## src/rtl/mfab_pkg.sv

```systemverilog
// Package: register map, field layout and encodings of the flow action decoder
package mfab_pkg;
  localparam logic [11:0] MFAB_OFF_CTRL     = 12'h000;
  localparam logic [11:0] MFAB_OFF_ETYPE    = 12'h004;
  localparam logic [11:0] MFAB_OFF_NM_NCP   = 12'h008;
  localparam logic [11:0] MFAB_OFF_NM_CP    = 12'h00c;
  localparam logic [11:0] MFAB_OFF_STATUS   = 12'h010;
  localparam logic [11:0] MFAB_OFF_EGR_BASE = 12'h100;
  localparam logic [11:0] MFAB_OFF_IGR_BASE = 12'h200;
  localparam logic [31:0] MFAB_RST_ZERO     = 32'h0000_0000;
  localparam logic [31:0] MFAB_UNMAPPED     = 32'hdead_beef;
  // Control register fields
  localparam int MFAB_CTRL_IGR_BIT  = 0;
  localparam int MFAB_CTRL_TAGB_BIT = 1;
  localparam int MFAB_CTRL_HSZ_LSB  = 4;
  localparam logic [3:0] MFAB_HSZ_MAX_CODE = 4'h8;
  // Flow types
  localparam logic [1:0] MFAB_FT_BYPASS  = 2'h0;
  localparam logic [1:0] MFAB_FT_DROP    = 2'h1;
  localparam logic [1:0] MFAB_FT_PROCESS = 2'h2;
  // Destination ports
  localparam logic [1:0] MFAB_PORT_COMMON   = 2'h0;
  localparam logic [1:0] MFAB_PORT_RESERVED = 2'h1;
  localparam logic [1:0] MFAB_PORT_CTRLD    = 2'h2;
  localparam logic [1:0] MFAB_PORT_UNCTRLD  = 2'h3;
  // Tag classes
  localparam logic [1:0] MFAB_TAG_UNTAGGED = 2'h0;
  localparam logic [1:0] MFAB_TAG_TAGGED   = 2'h1;
  localparam logic [1:0] MFAB_TAG_BAD      = 2'h2;
  localparam logic [1:0] MFAB_TAG_KAY      = 2'h3;
  // Common action fields
  localparam int MFAB_A_TYPE = 0;
  localparam int MFAB_A_DEST = 2;
  localparam int MFAB_A_DROP = 4;
  // Egress action fields
  localparam int MFAB_E_PROT  = 6;
  localparam int MFAB_E_INUSE = 7;
  localparam int MFAB_E_SCI   = 8;
  localparam int MFAB_E_ES    = 9;
  localparam int MFAB_E_SCB   = 10;
  localparam int MFAB_E_TAGB  = 11;
  localparam int MFAB_E_COFF  = 13;
  localparam int MFAB_E_CPROT = 20;
  // Ingress action fields
  localparam int MFAB_I_DNR   = 6;
  localparam int MFAB_I_RPL   = 7;
  localparam int MFAB_I_INUSE = 8;
  localparam int MFAB_I_VAL   = 9;
  localparam int MFAB_I_COFF  = 11;
  // Non-matching category byte: bit0 drop, [2:1] dest, [4:3] drop method
  localparam int MFAB_NM_DROP = 0;
  localparam int MFAB_NM_DEST = 1;
  localparam int MFAB_NM_DM   = 3;
  // Frame geometry in bytes
  localparam logic [5:0] MFAB_MAC_HDR  = 6'd12;
  localparam logic [5:0] MFAB_ETH_HDR  = 6'd14;
  localparam logic [5:0] MFAB_VLAN_LEN = 6'd4;
  localparam logic [3:0] MFAB_MATCH_MAX = 4'd8;
endpackage

```

## src/rtl/mfab_top.sv

```systemverilog
// Per-flow action decode with VLAN tag bypass and header bypass classification
module mfab_top #(
  parameter int NUM_SA = 4,
  parameter int IDX_W  = 2
) (
  input  wire logic                 clk_i,             // Engine clock
  input  wire logic                 rst_b_i,           // Sync reset, active low
  input  wire logic [11:0]          reg_addr_i,        // Register byte address
  input  wire logic [31:0]          reg_wdata_i,       // Write data
  input  wire logic                 reg_wr_i,          // Write strobe
  input  wire logic                 reg_rd_i,          // Read strobe
  output logic      [31:0]          reg_rdata_o,       // Read data, cycle after strobe
  input  wire logic                 pkt_valid_i,       // Match result valid, one per packet
  input  wire logic                 sa_hit_i,          // Packet matched an SA flow
  input  wire logic [IDX_W-1:0]     sa_index_i,        // Matched SA index
  input  wire logic [1:0]           tag_class_i,       // Tag classifier result
  input  wire logic                 ctrl_outer_i,      // Control detect on outer addr/etype
  input  wire logic                 ctrl_inner_i,      // Control detect on inner addr/etype
  input  wire logic [15:0]          outer_ethertype_i, // Outer ethertype of packet
  input  wire logic [1:0]           src_port_i,        // Port the packet arrived from
  input  wire logic [1:0]           vlan_count_i,      // Parser tag count before SecTAG
  output logic                      act_valid_o,       // Decoded action pulse
  output logic [1:0]                act_type_o,        // Effective flow type
  output logic [1:0]                act_dest_port_o,   // Destination port code
  output logic [1:0]                act_drop_method_o, // Drop method
  output logic                      ctx_fetch_o,       // Context fetch request pulse
  output logic [IDX_W-1:0]          ctx_index_o,       // Context index to fetch
  output logic                      protect_o,         // Egress protect frame
  output logic                      assoc_in_use_flag_o, // Assoc_in_use_flag
  output logic                      include_sci_o,     // Egress include SCI
  output logic                      end_station_bit_enable_o, // Egress ES bit enable
  output logic                      scb_bit_enable_o,  // Egress SCB bit enable
  output logic                      replay_protect_o,  // Ingress replay protection
  output logic [1:0]                validate_level_o,  // Ingress validation level
  output logic [6:0]                conf_offset_o,     // Confidentiality offset
  output logic                      conf_protect_o,    // Egress confidentiality enable
  output logic [1:0]                bypass_tags_o,     // VLAN tags kept outside crypto
  output logic [5:0]                sectag_pos_o,      // SecTAG byte offset
  output logic [4:0]                hdr_bytes_o,       // Bypassed header field bytes
  output logic [3:0]                match_bytes_o,     // Field bytes used by SA lookup
  output logic                      is_control_o       // Control packet class
);
  import mfab_pkg::*;

  typedef struct packed {
    logic                   igr;
    logic                   tagb;
    logic [3:0]             hsz;
    logic [15:0]            etype;
    logic [31:0]            nm_ncp;
    logic [31:0]            nm_cp;
    logic [NUM_SA-1:0][31:0] egr;
    logic [NUM_SA-1:0][31:0] igr_act;
    logic [31:0]            rdata;
    logic                   valid;
    logic [1:0]             ftype;
    logic [1:0]             dest;
    logic [1:0]             dmeth;
    logic                   fetch;
    logic [IDX_W-1:0]       cidx;
    logic                   prot;
    logic                   inuse;
    logic                   sci;
    logic                   es;
    logic                   scb;
    logic                   rpl;
    logic [1:0]             val;
    logic [6:0]             coff;
    logic                   cprot;
    logic [1:0]             btags;
    logic [5:0]             spos;
    logic [4:0]             hbytes;
    logic [3:0]             mbytes;
    logic                   ctrl;
  } mfab_state_t;

  mfab_state_t s_q;
  mfab_state_t s_d;

  // Decode an action-array address; index valid only when hit
  function automatic logic arr_hit(input logic [11:0] a, input logic [11:0] base);
    arr_hit = (a >= base) && (a < base + 12'(4 * NUM_SA)) && (a[1:0] == 2'b00);
  endfunction

  function automatic logic [IDX_W-1:0] arr_idx(input logic [11:0] a, input logic [11:0] base);
    logic [11:0] off;
    off = a - base;
    arr_idx = off[IDX_W+1:2];
  endfunction

  //////////////////////////////////////////////////////////////////////////////
  // Combinational next state
  logic [31:0] act;
  logic [7:0]  nm;
  logic [1:0]  eff_tags;
  logic        ctrl_pkt;
  logic [3:0]  hcode;

  always_comb
  begin
    s_d      = s_q;
    act      = MFAB_RST_ZERO;
    nm       = 8'h00;
    eff_tags = 2'b00;
    ctrl_pkt = 1'b0;
    hcode    = (s_q.hsz > MFAB_HSZ_MAX_CODE) ? MFAB_HSZ_MAX_CODE : s_q.hsz;
    s_d.valid = 1'b0;
    s_d.fetch = 1'b0;

    // Register writes
    if (reg_wr_i)
    begin
      if (reg_addr_i == MFAB_OFF_CTRL)
      begin
        s_d.igr  = reg_wdata_i[MFAB_CTRL_IGR_BIT];
        s_d.tagb = reg_wdata_i[MFAB_CTRL_TAGB_BIT];
        s_d.hsz  = reg_wdata_i[MFAB_CTRL_HSZ_LSB +: 4];
      end
      if (reg_addr_i == MFAB_OFF_ETYPE)
        s_d.etype = reg_wdata_i[15:0];
      if (reg_addr_i == MFAB_OFF_NM_NCP)
        s_d.nm_ncp = reg_wdata_i;
      if (reg_addr_i == MFAB_OFF_NM_CP)
        s_d.nm_cp = reg_wdata_i;
      if (arr_hit(reg_addr_i, MFAB_OFF_EGR_BASE))
        s_d.egr[arr_idx(reg_addr_i, MFAB_OFF_EGR_BASE)] = reg_wdata_i;
      if (arr_hit(reg_addr_i, MFAB_OFF_IGR_BASE))
        s_d.igr_act[arr_idx(reg_addr_i, MFAB_OFF_IGR_BASE)] = reg_wdata_i;
    end

    // Register reads, answered in the next cycle
    s_d.rdata = MFAB_RST_ZERO;
    if (reg_rd_i)
    begin
      if (reg_addr_i == MFAB_OFF_CTRL)
        s_d.rdata = {24'h00_0000, s_q.hsz, 2'b00, s_q.tagb, s_q.igr};
      else if (reg_addr_i == MFAB_OFF_ETYPE)
        s_d.rdata = {16'h0000, s_q.etype};
      else if (reg_addr_i == MFAB_OFF_NM_NCP)
        s_d.rdata = s_q.nm_ncp;
      else if (reg_addr_i == MFAB_OFF_NM_CP)
        s_d.rdata = s_q.nm_cp;
      else if (reg_addr_i == MFAB_OFF_STATUS)
        s_d.rdata = {14'h0000, s_q.ctrl, s_q.btags, s_q.spos, s_q.cidx[1:0], s_q.fetch,
                     s_q.dmeth, s_q.dest, s_q.ftype};
      else if (arr_hit(reg_addr_i, MFAB_OFF_EGR_BASE))
        s_d.rdata = s_q.egr[arr_idx(reg_addr_i, MFAB_OFF_EGR_BASE)];
      else if (arr_hit(reg_addr_i, MFAB_OFF_IGR_BASE))
        s_d.rdata = s_q.igr_act[arr_idx(reg_addr_i, MFAB_OFF_IGR_BASE)];
      else
        s_d.rdata = MFAB_UNMAPPED;
    end

    // Per-packet decode; outputs other than the valid and fetch pulses held until the next packet
    if (pkt_valid_i)
    begin
      s_d.valid = 1'b1;
      // Header bypass field size and SecTAG position
      s_d.hbytes = {hcode, 1'b0};
      s_d.mbytes = (hcode == 4'h0) ? 4'h0 :
                   (({hcode, 1'b0} > 5'(MFAB_MATCH_MAX)) ? MFAB_MATCH_MAX : 4'({hcode, 1'b0}));
      if (hcode != 4'h0)
      begin
        ctrl_pkt = (outer_ethertype_i == s_q.etype) ? ctrl_outer_i : ctrl_inner_i;
        eff_tags = 2'b00; // Header bypass excludes any other secure format
        s_d.spos = MFAB_ETH_HDR + 6'({hcode, 1'b0});
      end
      else
      begin
        ctrl_pkt = ctrl_outer_i;
        if (s_q.tagb)
        begin
          if (s_q.igr)
            eff_tags = (vlan_count_i > 2'd2) ? 2'd2 : vlan_count_i;
          else if (sa_hit_i) // No flow, no tag count: non-match keeps standard format
          begin
            act      = s_q.egr[sa_index_i];
            eff_tags = (act[MFAB_E_TAGB +: 2] > 2'd2) ? 2'd2 : act[MFAB_E_TAGB +: 2];
          end
        end
        s_d.spos = MFAB_MAC_HDR + MFAB_VLAN_LEN * 6'(eff_tags);
      end
      s_d.btags = eff_tags;
      s_d.ctrl  = ctrl_pkt;

      s_d.prot  = 1'b0;
      s_d.inuse = 1'b0;
      s_d.sci   = 1'b0;
      s_d.es    = 1'b0;
      s_d.scb   = 1'b0;
      s_d.rpl   = 1'b0;
      s_d.val   = 2'b00;
      s_d.coff  = 7'h00;
      s_d.cprot = 1'b0;
      s_d.cidx  = sa_index_i;

      if (sa_hit_i)
      begin
        act = s_q.igr ? s_q.igr_act[sa_index_i] : s_q.egr[sa_index_i];
        s_d.ftype = act[MFAB_A_TYPE +: 2];
        s_d.dest  = act[MFAB_A_DEST +: 2];
        s_d.dmeth = act[MFAB_A_DROP +: 2];
        if (s_q.igr)
        begin
          s_d.rpl   = act[MFAB_I_RPL];
          s_d.inuse = act[MFAB_I_INUSE];
          s_d.val   = act[MFAB_I_VAL +: 2];
          s_d.coff  = act[MFAB_I_COFF +: 7];
          if (act[MFAB_I_DNR] && (src_port_i != MFAB_PORT_RESERVED))
            s_d.ftype = MFAB_FT_DROP;
        end
        else
        begin
          s_d.prot  = act[MFAB_E_PROT];
          s_d.inuse = act[MFAB_E_INUSE];
          s_d.sci   = act[MFAB_E_SCI];
          s_d.es    = act[MFAB_E_ES];
          s_d.scb   = act[MFAB_E_SCB];
          s_d.coff  = act[MFAB_E_COFF +: 7];
          s_d.cprot = act[MFAB_E_CPROT];
        end
        if (s_d.ftype == 2'h3)
          s_d.ftype = MFAB_FT_BYPASS; // Unused code treated as pass
      end
      else
      begin
        // Category: control bit above tag class, four bytes per register
        nm = ctrl_pkt ? s_q.nm_cp[8 * tag_class_i +: 8] : s_q.nm_ncp[8 * tag_class_i +: 8];
        s_d.ftype = nm[MFAB_NM_DROP] ? MFAB_FT_DROP : MFAB_FT_BYPASS;
        s_d.dest  = nm[MFAB_NM_DEST +: 2];
        s_d.dmeth = nm[MFAB_NM_DM +: 2];
      end
      // Key-agreement frames set to process pass untouched in tag bypass mode without header bypass
      if (s_q.tagb && (hcode == 4'h0) && (tag_class_i == MFAB_TAG_KAY) && (s_d.ftype == MFAB_FT_PROCESS))
        s_d.ftype = MFAB_FT_BYPASS;
      // Only processed frames need keys; bypass and drop go unmodified or per method
      s_d.fetch = sa_hit_i && (s_d.ftype == MFAB_FT_PROCESS);
    end

    if (!rst_b_i)
      s_d = '0;
  end

  //////////////////////////////////////////////////////////////////////////////
  // State register
  always_ff @(posedge clk_i)
  begin
    s_q <= s_d;
  end

  assign reg_rdata_o              = s_q.rdata;
  assign act_valid_o              = s_q.valid;
  assign act_type_o               = s_q.ftype;
  assign act_dest_port_o          = s_q.dest;
  assign act_drop_method_o        = s_q.dmeth;
  assign ctx_fetch_o              = s_q.fetch;
  assign ctx_index_o              = s_q.cidx;
  assign protect_o                = s_q.prot;
  assign assoc_in_use_flag_o      = s_q.inuse;
  assign include_sci_o            = s_q.sci;
  assign end_station_bit_enable_o = s_q.es;
  assign scb_bit_enable_o         = s_q.scb;
  assign replay_protect_o         = s_q.rpl;
  assign validate_level_o         = s_q.val;
  assign conf_offset_o            = s_q.coff;
  assign conf_protect_o           = s_q.cprot;
  assign bypass_tags_o            = s_q.btags;
  assign sectag_pos_o             = s_q.spos;
  assign hdr_bytes_o              = s_q.hbytes;
  assign match_bytes_o            = s_q.mbytes;
  assign is_control_o             = s_q.ctrl;

  //////////////////////////////////////////////////////////////////////////////
  // Assertions
  property p_nm_no_process;
    @(posedge clk_i) disable iff (!rst_b_i)
      (pkt_valid_i && !sa_hit_i) |=> (act_type_o != MFAB_FT_PROCESS);
  endproperty
  a_nm_no_process: assert property (p_nm_no_process) else $error("Non-match got process type");

  property p_tag_limit;
    @(posedge clk_i) disable iff (!rst_b_i)
      act_valid_o |-> (bypass_tags_o <= 2'd2);
  endproperty
  a_tag_limit: assert property (p_tag_limit) else $error("Bypass tag count above two");

  property p_drop_nonres;
    @(posedge clk_i) disable iff (!rst_b_i)
      (pkt_valid_i && sa_hit_i && s_q.igr && s_q.igr_act[sa_index_i][MFAB_I_DNR]
       && src_port_i != MFAB_PORT_RESERVED) |=> (act_type_o == MFAB_FT_DROP);
  endproperty
  a_drop_nonres: assert property (p_drop_nonres) else $error("Non-reserved packet not dropped");

  property p_fetch_process;
    @(posedge clk_i) disable iff (!rst_b_i)
      ctx_fetch_o |-> (act_valid_o && act_type_o == MFAB_FT_PROCESS);
  endproperty
  a_fetch_process: assert property (p_fetch_process) else $error("Fetch without process type");

  property p_hold;
    @(posedge clk_i) disable iff (!rst_b_i)
      (!pkt_valid_i && $past(rst_b_i)) |=> ($stable(act_type_o) && $stable(act_dest_port_o));
  endproperty
  a_hold: assert property (p_hold) else $error("Action changed between packets");

  property p_hdr_pos;
    @(posedge clk_i) disable iff (!rst_b_i)
      (act_valid_o && hdr_bytes_o != 5'd0) |-> (sectag_pos_o == MFAB_ETH_HDR + 6'(hdr_bytes_o)
                                               && bypass_tags_o == 2'd0);
  endproperty
  a_hdr_pos: assert property (p_hdr_pos) else $error("SecTAG not after bypass field");

  property p_hdr_even;
    @(posedge clk_i) disable iff (!rst_b_i)
      act_valid_o |-> (!hdr_bytes_o[0] && hdr_bytes_o <= 5'd16);
  endproperty
  a_hdr_even: assert property (p_hdr_even) else $error("Header field size illegal");

  property p_match_bytes;
    @(posedge clk_i) disable iff (!rst_b_i)
      act_valid_o |-> (match_bytes_o <= MFAB_MATCH_MAX && 5'(match_bytes_o) <= hdr_bytes_o);
  endproperty
  a_match_bytes: assert property (p_match_bytes) else $error("Lookup uses too many field bytes");

  property p_read_once;
    @(posedge clk_i) disable iff (!rst_b_i)
      (!reg_rd_i) |=> (reg_rdata_o == 32'h0000_0000);
  endproperty
  a_read_once: assert property (p_read_once) else $error("Read data outside answer cycle");
endmodule

```

## config.mk

```make
export PLATFORM = sky130hd
export DESIGN_NAME = mfab_top
export DESIGN_NICKNAME = d
export VERILOG_FILES = /design/src/rtl/mfab_pkg.sv /design/src/rtl/mfab_top.sv
export SDC_FILE = /design/constraint.sdc
export NUM_CORES = 1
export LEC_CHECK = 0
export BUFFER_PORTS_ARGS = -buffer_cell sky130_fd_sc_hd__buf_2
export CAP_MARGIN = 40
export CORE_MARGIN = 3
export CORE_UTILIZATION = 40
export DETAILED_ROUTE_END_ITERATION = 16
export PLACE_DENSITY = 0.65
export SYNTH_ARGS = -nofsm -noshare
export SYNTH_HDL_FRONTEND = slang
export SYNTH_SLANG_ARGS = --single-unit
```

## constraint.sdc

```tcl
create_clock -name clk_i -period 3.38 [get_ports clk_i]
set_input_delay 0.338 -clock clk_i [delete_from_list [all_inputs] [get_ports clk_i]]
set_output_delay 0.338 -clock clk_i [all_outputs]
set_load 0.005 [all_outputs]
```

==> summary.md, run 1 <==
| Metric | Value |
|---|---|
| Internal power | `8010 µW` |
| Post-CTS resize count | `0` |
| Initial core utilization | `40.7%` |
| Synthesized cell area | `19500 µm²` |
| Largest net degree at the start of global routing | `142` |
| Largest family of logic cells by synthesized area | `simple AND/OR/NAND/NOR gates` |
| Boundary Pins | `152` |
| Min Hold Slack | `145 ps` |
| Root buf cell | `clkbuf_16` |
| CP arrival | `2950 ps` |
| Critical path required time | `3800 ps` |
| Post-synth EDFFs | `0` |
| CTS Buf Count | `43` |
| Final setup fails | `0` |
| Die area | `51500 µm²` |
| Worst slew pin tran | `840 ps` |
| Htree depth | `2` |
| Flops & latches, synth | `415` |
| Run status | `finished, final reports clean` |
| Sink Count | `415` |
| Ys Warns | `0` |
| Critical-path cell list | `nor2b_1 > inv_1 > ha_1 > and2_1 > o21ai_0 > buf_4 > a221oi_1 > o21a_1 > o32ai_1` |
| VDD IR-drop max | `0.000296 V` |
| DR iter-0 viols | `1956` |
| Vias in the first global route | `16700` |
| Share of layout cells above drive strength 1 | `20.1%` |
| Hold Crit Class | `in2reg` |
| M2 GR Usage | `42.4%` |
| Total power | `10400 µW` |
| Die Span X | `227 µm` |
| Worst Reg-to-Reg Cells | `9` |
| Flop-to-flop setup slack | `850 ps` |
| First-pass iteration count of the detailed router | `5` |
| Final period utilization | `74.9%` |
| Rel. slew slack | `44.0%` |
| Final Hold Fails | `0` |
| Post-synth cell types | `68` |
| Overall routing resource usage | `25.4%` |
| Vias per cell | `5.94` |
| Avg WL per Cell | `22.9 µm` |
| Synth Area in XOR/XNOR | `0.762%` |
| Yosys top cell area share | `42.5%` |
| M3 GR Usage | `4.51%` |
| Met1 Use GR | `32.4%` |
| Max-cap violations | `0` |
| Worst Hold Depth | `3` |
| Sequential Power Share | `47.4%` |
| Simple-gate share of the synthesized area | `19.0%` |
| Fmax | `395 MHz` |
| Grt total ovfl | `0` |
| RSZ-0062 raised after global routing | `no` |
| Reg2reg end | `act_drop_method_o[0]$_SDFFE_PN0P_` |
| Worst Setup Start Kind | `flop` |
| Area of the core | `48000 µm²` |
| Adder-cell share of the synthesized area | `0.128%` |
| GR peak layer | `met2` |
| Slowest-stage cell, CP | `dfxtp_1` |
| CP delay by family, top | `compound AO/OA/AOI/OAI gates` |
| HPWL after DPL | `45.2 mm` |
| Area added between synthesis and finish | `11.6%` |
| # nets final | `2375` |
| Worst Clk Skew | `11.9 ps` |
| CP max FO | `11` |
| Worst path buffer plus inverter count | `2` |
| Final worst slack | `847 ps` |
| Reg2reg start | `s_q[415]$_SDFFE_PN0P_` |
| Via Count | `17500` |
| Final TNS setup | `0 ps` |
| ANT nets after route | `0` |
| Initial antenna violation count | `5` |
| Avg Cell Area, Syn | `8.47 µm²` |
| Post-synth ARST share | `0%` |
| Die height | `227 µm` |
| CP peak stage delay | `560 ps` |
| CP Capture Type | `flop` |
| Hold path start | `reg_wdata_i[31]` |
| Ys flop type | `dfxtp_1` |
| PortBufs | `148` |
| Max Slew Vio Count | `0` |
| Synth Area in Compound Gates | `16.0%` |
| Sw power | `2400 µW` |
| Leakage power | `0.00767 µW` |
| Sequential area share after synthesis | `42.5%` |
| Setup Buffers After CTS | `0` |
| Multiplexer area fraction after synthesis | `14.3%` |
| Hold endpoint | `s_q[299]$_SDFFE_PN0P_` |
| Switching part of the total | `23.1%` |
| Final RePlAce weighted congestion | `0.923` |
| Synthesized instance count | `2306` |
| Cell types occupying the most area after synthesis | `dfxtp_1 43%, nand2_1 13%, mux4_2 12%` |
| Hold Buf Count CTS | `0` |
| Synth area leader | `dfxtp_1` |
| Insertion delay to the later sink of the worst-skew pair | `560 ps` |
| Power Density | `477 nW/µm²` |
| Min Tclk post-route | `2530 ps` |
| Clock Path Buffers | `3` |
| Row count | `80` |
| Kind of critical path | `reg2reg` |
| Clock power share | `47.2%` |
| Setup slack at placement | `505 ps` |
| Combinational power share | `5.4%` |
| CTS tree | `yes` |
| Drt drc | `0` |
| Drt total wl | `67.3 mm` |
| First-pass GRT wire length | `101 mm` |
| Clock slew at reported path FFs | `70 ps` |
-- power groups by stage --
stage | Combinational, µW | Clock (µW) | Sequential (µW)
after global placement | 547 | 0 | 5040
after CTS | 553 | 4970 | 4930
after detailed placement | 552 | 0 | 5040
after global routing | 593 | 5180 | 4930
final | 563 | 4910 | 4930
after floorplan | 360 | 0 | 5030
-- flip-flops by register name (all words and copies together) (netlist names) --
signal                    flops
s_q                         342
reg_rdata_o                  32
conf_offset_o                 7
sectag_pos_o                  5
hdr_bytes_o                   4
match_bytes_o                 3
act_dest_port_o               2
act_drop_method_o             2
act_type_o                    2
bypass_tags_o                 2
ctx_index_o                   2
validate_level_o              2
act_valid_o                   1
assoc_in_use_flag_o           1
conf_protect_o                1
ctx_fetch_o                   1
end_station_bit_enable_o      1
include_sci_o                 1
is_control_o                  1
protect_o                     1
replay_protect_o              1
scb_bit_enable_o              1
-- synth_stat cells (6+ instances only) --
master,instances
nand2_1,670
dfxtp_1,415
a21oi_1,348
clkbuf_1,144
mux4_2,103
nor2_1,102
buf_4,66
mux2i_1,47
buf_2,44
o21ai_0,41
o22ai_1,32
a21oi_2,30
nand2_2,30
a221oi_1,22
nand3_1,22
nor3_1,18
xor2_1,17
buf_1,14
and2_1,11
o211ai_1,9
o221ai_1,8
nand2b_1,7
inv_1,6
nand4_1,6
nor2b_1,6
nor4_1,6
-- worst reg2reg max path, stage by stage (launching register included) --
cell and delay, ps:
dfxtp_1 560, nor2b_1 150, inv_1 100, ha_1 370, and2_1 280, o21ai_0 130
buf_4 210, a221oi_1 370, o21a_1 150, o32ai_1 80
-- layer usage --
layer  up-vias  wire length, µm
met5         -               36
met1      8512            26600
met3       204             5860
met4         6             2960
li1       7851                -
met2       913            31800
-- cell type report --
type / count / area, µm²
clock buffer: 61 / 1230
multi-input combinational: 1612 / 9860
timing repair buffer: 217 / 1380
antenna: 2 / 5.00
tap: 615 / 769
sequential: 415 / 8310
fill: 4609 / 26200
inverter: 8 / 38.8
clock inverter: 14 / 213
-- cells by family after synthesis --
logic type                 Yosys count
adders and majority gates            2
buffers and inverters              281
DFF                                415
AOI/OAI and AO/OA                  537
muxes                              151
and+or+nand+nor                    902
xor gates and xnor gates            17
other                                1
-- cells in the final DEF, fill, tap and decap left out, drive strengths merged, types with 4 or more instances in the layout --
master / instances
a21oi: 378
a221oi: 22
a222oi: 4
a31oi: 4
and2: 12
and3: 4
buf: 217
bufinv: 5
clkbuf: 61
clkinv: 6
dfxtp: 415
inv: 10
mux2i: 47
mux4: 103
nand2: 700
nand2b: 7
nand3: 23
nand4: 6
nor2: 102
nor2b: 6
nor3: 18
nor4: 7
o211ai: 9
o21a: 4
o21ai: 44
o221ai: 8
o22a: 4
o22ai: 32
o32ai: 4
or4: 4
xor2: 17
-- through the flow --
step	cells	utilization [%]	cell area (µm²)
2_1_floorplan	2308	-	19500
3_3_place_gp	2865	42.2	20300
3_5_place_dp	2867	42.4	20400
4_1_cts	2942	45.4	21800
5_1_grt	2942	45.4	21800
6_report	2944	45.4	21800
-- how the worst max path moves through the flow --
stage,cells after the start,from,to,slack [ps]
2_1_floorplan,10,reg_addr_i[1],s_q[380]$_SDFFE_PN0P_,870
3_3_place_gp,7,reg_addr_i[11],s_q[398]$_SDFFE_PN0P_,550
3_5_place_dp,9,reg_addr_i[1],s_q[199]$_SDFFE_PN0P_,500
4_1_cts,7,s_q[401]$_SDFFE_PN0P_,act_dest_port_o[0]$_SDFFE_PN0P_,860
5_1_grt,9,s_q[415]$_SDFFE_PN0P_,act_dest_port_o[0]$_SDFFE_PN0P_,690
6_report,9,s_q[415]$_SDFFE_PN0P_,act_drop_method_o[0]$_SDFFE_PN0P_,850
Note: power is estimated with default switching activity, not from simulation.
==> inputs of run 2 (changes only) <==
--- a/config.mk
+++ b/config.mk
@@ -10,7 +10,7 @@
 export CORE_MARGIN = 3
 export CORE_UTILIZATION = 40
 export DETAILED_ROUTE_END_ITERATION = 16
-export PLACE_DENSITY = 0.65
+export PLACE_DENSITY = 0.67
 export SYNTH_ARGS = -nofsm -noshare
 export SYNTH_HDL_FRONTEND = slang
 export SYNTH_SLANG_ARGS = --single-unit
==> constraint.sdc (replaced) <==
create_clock -name clk_i -period 2.03 [get_ports clk_i]
set_input_delay 0.203 -clock clk_i [delete_from_list [all_inputs] [get_ports clk_i]]
set_output_delay 0.203 -clock clk_i [all_outputs]
set_load 0.005 [all_outputs]
==> summary.md, run 2 (same netlist as run 1, synthesis figures left out) <==
| Metric | Value |
|---|---|
| Run status | `complete, but fails checks` |
| Violated checks | `negative setup slack` |
| VDD IR-drop max | `0.000507 V (+72%)` |
| Root buf cell | `clkbuf_16` |
| Final Hold Fails | `0 (unchanged)` |
| Clock slew at reported path FFs | `70 ps (about the same)` |
| Reg2reg start | `s_q[403]$_SDFFE_PN0P_` |
| DR iter-0 viols | `1805 (-7.7%)` |
| Worst slew pin tran | `1040 ps (+196 ps)` |
| Crit path to | `act_dest_port_o[0]$_SDFFE_PN0P_` |
| Drt total wl | `70.1 mm (+4.2%)` |
| Die Span X | `227 µm (unchanged)` |
| Hold Crit Class | `in2reg` |
| Share of layout cells above drive strength 1 | `27.4% (+7.3 points)` |
| Initial antenna violation count | `3 (-2)` |
| Grt total ovfl | `0 (unchanged)` |
| Die height | `227 µm (unchanged)` |
| Sink Count | `415 (unchanged)` |
| Vias per cell | `5.81 (-2.2%)` |
| Critical path required time | `2490 ps (-1310 ps)` |
| PortBufs | `148 (unchanged)` |
| Commonest non-fill, non-tap cell in the layout | `nand2_1` |
| GR peak layer | `met2` |
| Final period utilization | `107% (+32 points)` |
| Vias in the first global route | `17400 (+4.1%)` |
| Min Tclk post-route | `2180 ps (-358 ps)` |
| Via Count | `18100 (+3.5%)` |
| Largest net degree at the start of global routing | `215 (+51%)` |
| Worst Setup Start Kind | `flop` |
| ANT nets after route | `0 (unchanged)` |
| Largest register FFs | `342 (unchanged)` |
| Worst Setup SP | `s_q[403]$_SDFFE_PN0P_` |
| Placed inst area | `21900 µm² (+7.5%)` |
| Final setup fails | `5 (+5)` |
| Rel. slew slack | `31.0% (-13 points)` |
| CTS Buf Count | `43 (unchanged)` |
| Flop-to-flop setup slack | `-150 ps (-990 ps)` |
| Worst Clk Skew | `19.5 ps (+7.57 ps)` |
| Max Slew Vio Count | `0 (unchanged)` |
| Kind of critical path | `reg2reg` |
| Htree depth | `2 (unchanged)` |
| CP Capture Type | `flop` |
| Leakage power | `0.00875 µW (+14%)` |
| Layout Utilization | `49.9% (+4.5 points)` |
| Final Cell Area | `24000 µm² (+9.9%)` |
| Worst Reg-to-Reg Cells | `9 (unchanged)` |
| Initial core utilization | `40.7% (unchanged)` |
| Row count | `80 (unchanged)` |
| Drt drc | `0 (unchanged)` |
| Insertion delay to the later sink of the worst-skew pair | `570 ps (about the same)` |
| CP arrival | `2640 ps (-310 ps)` |
| M2 GR Usage | `44.0% (+1.6 points)` |
| HPWL after DPL | `49.0 mm (+8.5%)` |
| Clock Path Buffers | `3 (unchanged)` |
| Avg WL per Cell | `22.5 µm (-1.5%)` |
| Area of the core | `48000 µm² (unchanged)` |
| Final RePlAce weighted congestion | `0.922 (-0.12%)` |
| Met1 Use GR | `34.1% (+1.7 points)` |
| Max-cap violations | `0 (unchanged)` |
| CTS tree | `yes` |
| Reg2reg end | `act_dest_port_o[0]$_SDFFE_PN0P_` |
| CP max FO | `7 (-4)` |
| RSZ-0062 raised after global routing | `yes` |
| # nets final | `2540 (+6.9%)` |
| Area added between synthesis and finish | `22.6%` |
| Top reg by flops | `s_q` |
| M3 GR Usage | `3.66% (-0.85 points)` |
| First-pass GRT wire length | `105 mm (+4.1%)` |
| Final worst slack | `-145 ps (-992 ps)` |
| Boundary Pins | `152 (unchanged)` |
| Die area | `51500 µm² (unchanged)` |
| First-pass iteration count of the detailed router | `5 (unchanged)` |
| Power Density | `747 nW/µm² (+56%)` |
| Most frequent cells in the layout | `666 x nand2_1, 408 x dfxtp_1, 347 x a21oi_1` |
| Fmax | `460 MHz (+16%)` |
| Overall routing resource usage | `26.4% (+0.93 points)` |
## run 2: how the worst min path moves through the flow
stage | startpoint | endpoint | cells after the start
after floorplan | rst_b_i | act_dest_port_o[0]$_SDFFE_PN0P_ | 2
after global placement | s_q[263]$_SDFFE_PN0P_ | s_q[263]$_SDFFE_PN0P_ | 2
after detailed placement | s_q[345]$_SDFFE_PN0P_ | s_q[345]$_SDFFE_PN0P_ | 2
after CTS | reg_wdata_i[23] | s_q[195]$_SDFFE_PN0P_ | 3
after global routing | reg_wdata_i[23] | s_q[195]$_SDFFE_PN0P_ | 3
final | reg_wdata_i[20] | s_q[384]$_SDFFE_PN0P_ | 3
## run 2: area by class of cell
type | instances | area, µm²
Antenna cell | 2 | 5.00
Clock buffer | 62 | 1270
Clock inverter | 18 | 267
Fill cell | 4317 | 24100
Inverter | 8 | 38.8
Multi-Input combinational cell | 1612 | 10200
Sequential cell | 415 | 8320
Tap cell | 615 | 769
Timing Repair Buffer | 382 | 3090
## run 2: critical path, stage by stage (launching register included)
cell and delay [ps]:
dfxtp_2 330, xor2_2 140, nor4_2 270, buf_4 170
nand4_1 230, nand2_2 180, buf_12 130, o221ai_2 80
a21o_1 210, o41ai_2 340
## run 2: power by group
part | leakage (µW) | internal [µW] | switching (µW) | total [µW]
Combinational | 0.00464 | 394 | 702 | 1100
Sequential | 0.00335 | 8180 | 28.0 | 8210
Clock | 0.000748 | 5140 | 3450 | 8590
Total | 0.00875 | 13700 | 4180 | 17900
## run 2: what timing repair did
action                                  4_1_cts  5_1_grt
buffers inserted                              6        6
pin swaps                                    16       25
hold endpoints to repair                     64        0
endpoints found under the setup margin        8        8
hold buffers                                 12        0
gates resized for setup                      34       43
## run 2: layer usage
layer	share of wire [%]	wire length, µm	vias to the layer above
met5	0.019	13	-
met4	4.4	3080	2
met3	8.0	5630	175
met2	48	33500	856
met1	40	28000	8879
li1	-	-	8179
## run 2: stage by stage
step | setup WS (ps) | power (µW) | TNS, ps | instances | hold WS [ps]
after floorplan | -341 | 8980 | -41620 | 2308 | 306
final | -145 | 17900 | -425 | 3114 | 21.6
after CTS | -155 | 17900 | -698 | 3109 | 0.0419
after detailed placement | -445 | 9400 | -104950 | 3012 | 445
after global routing | -259 | 18400 | -931 | 3112 | 18.0
after global placement | -435 | 9390 | -103030 | 3012 | 438
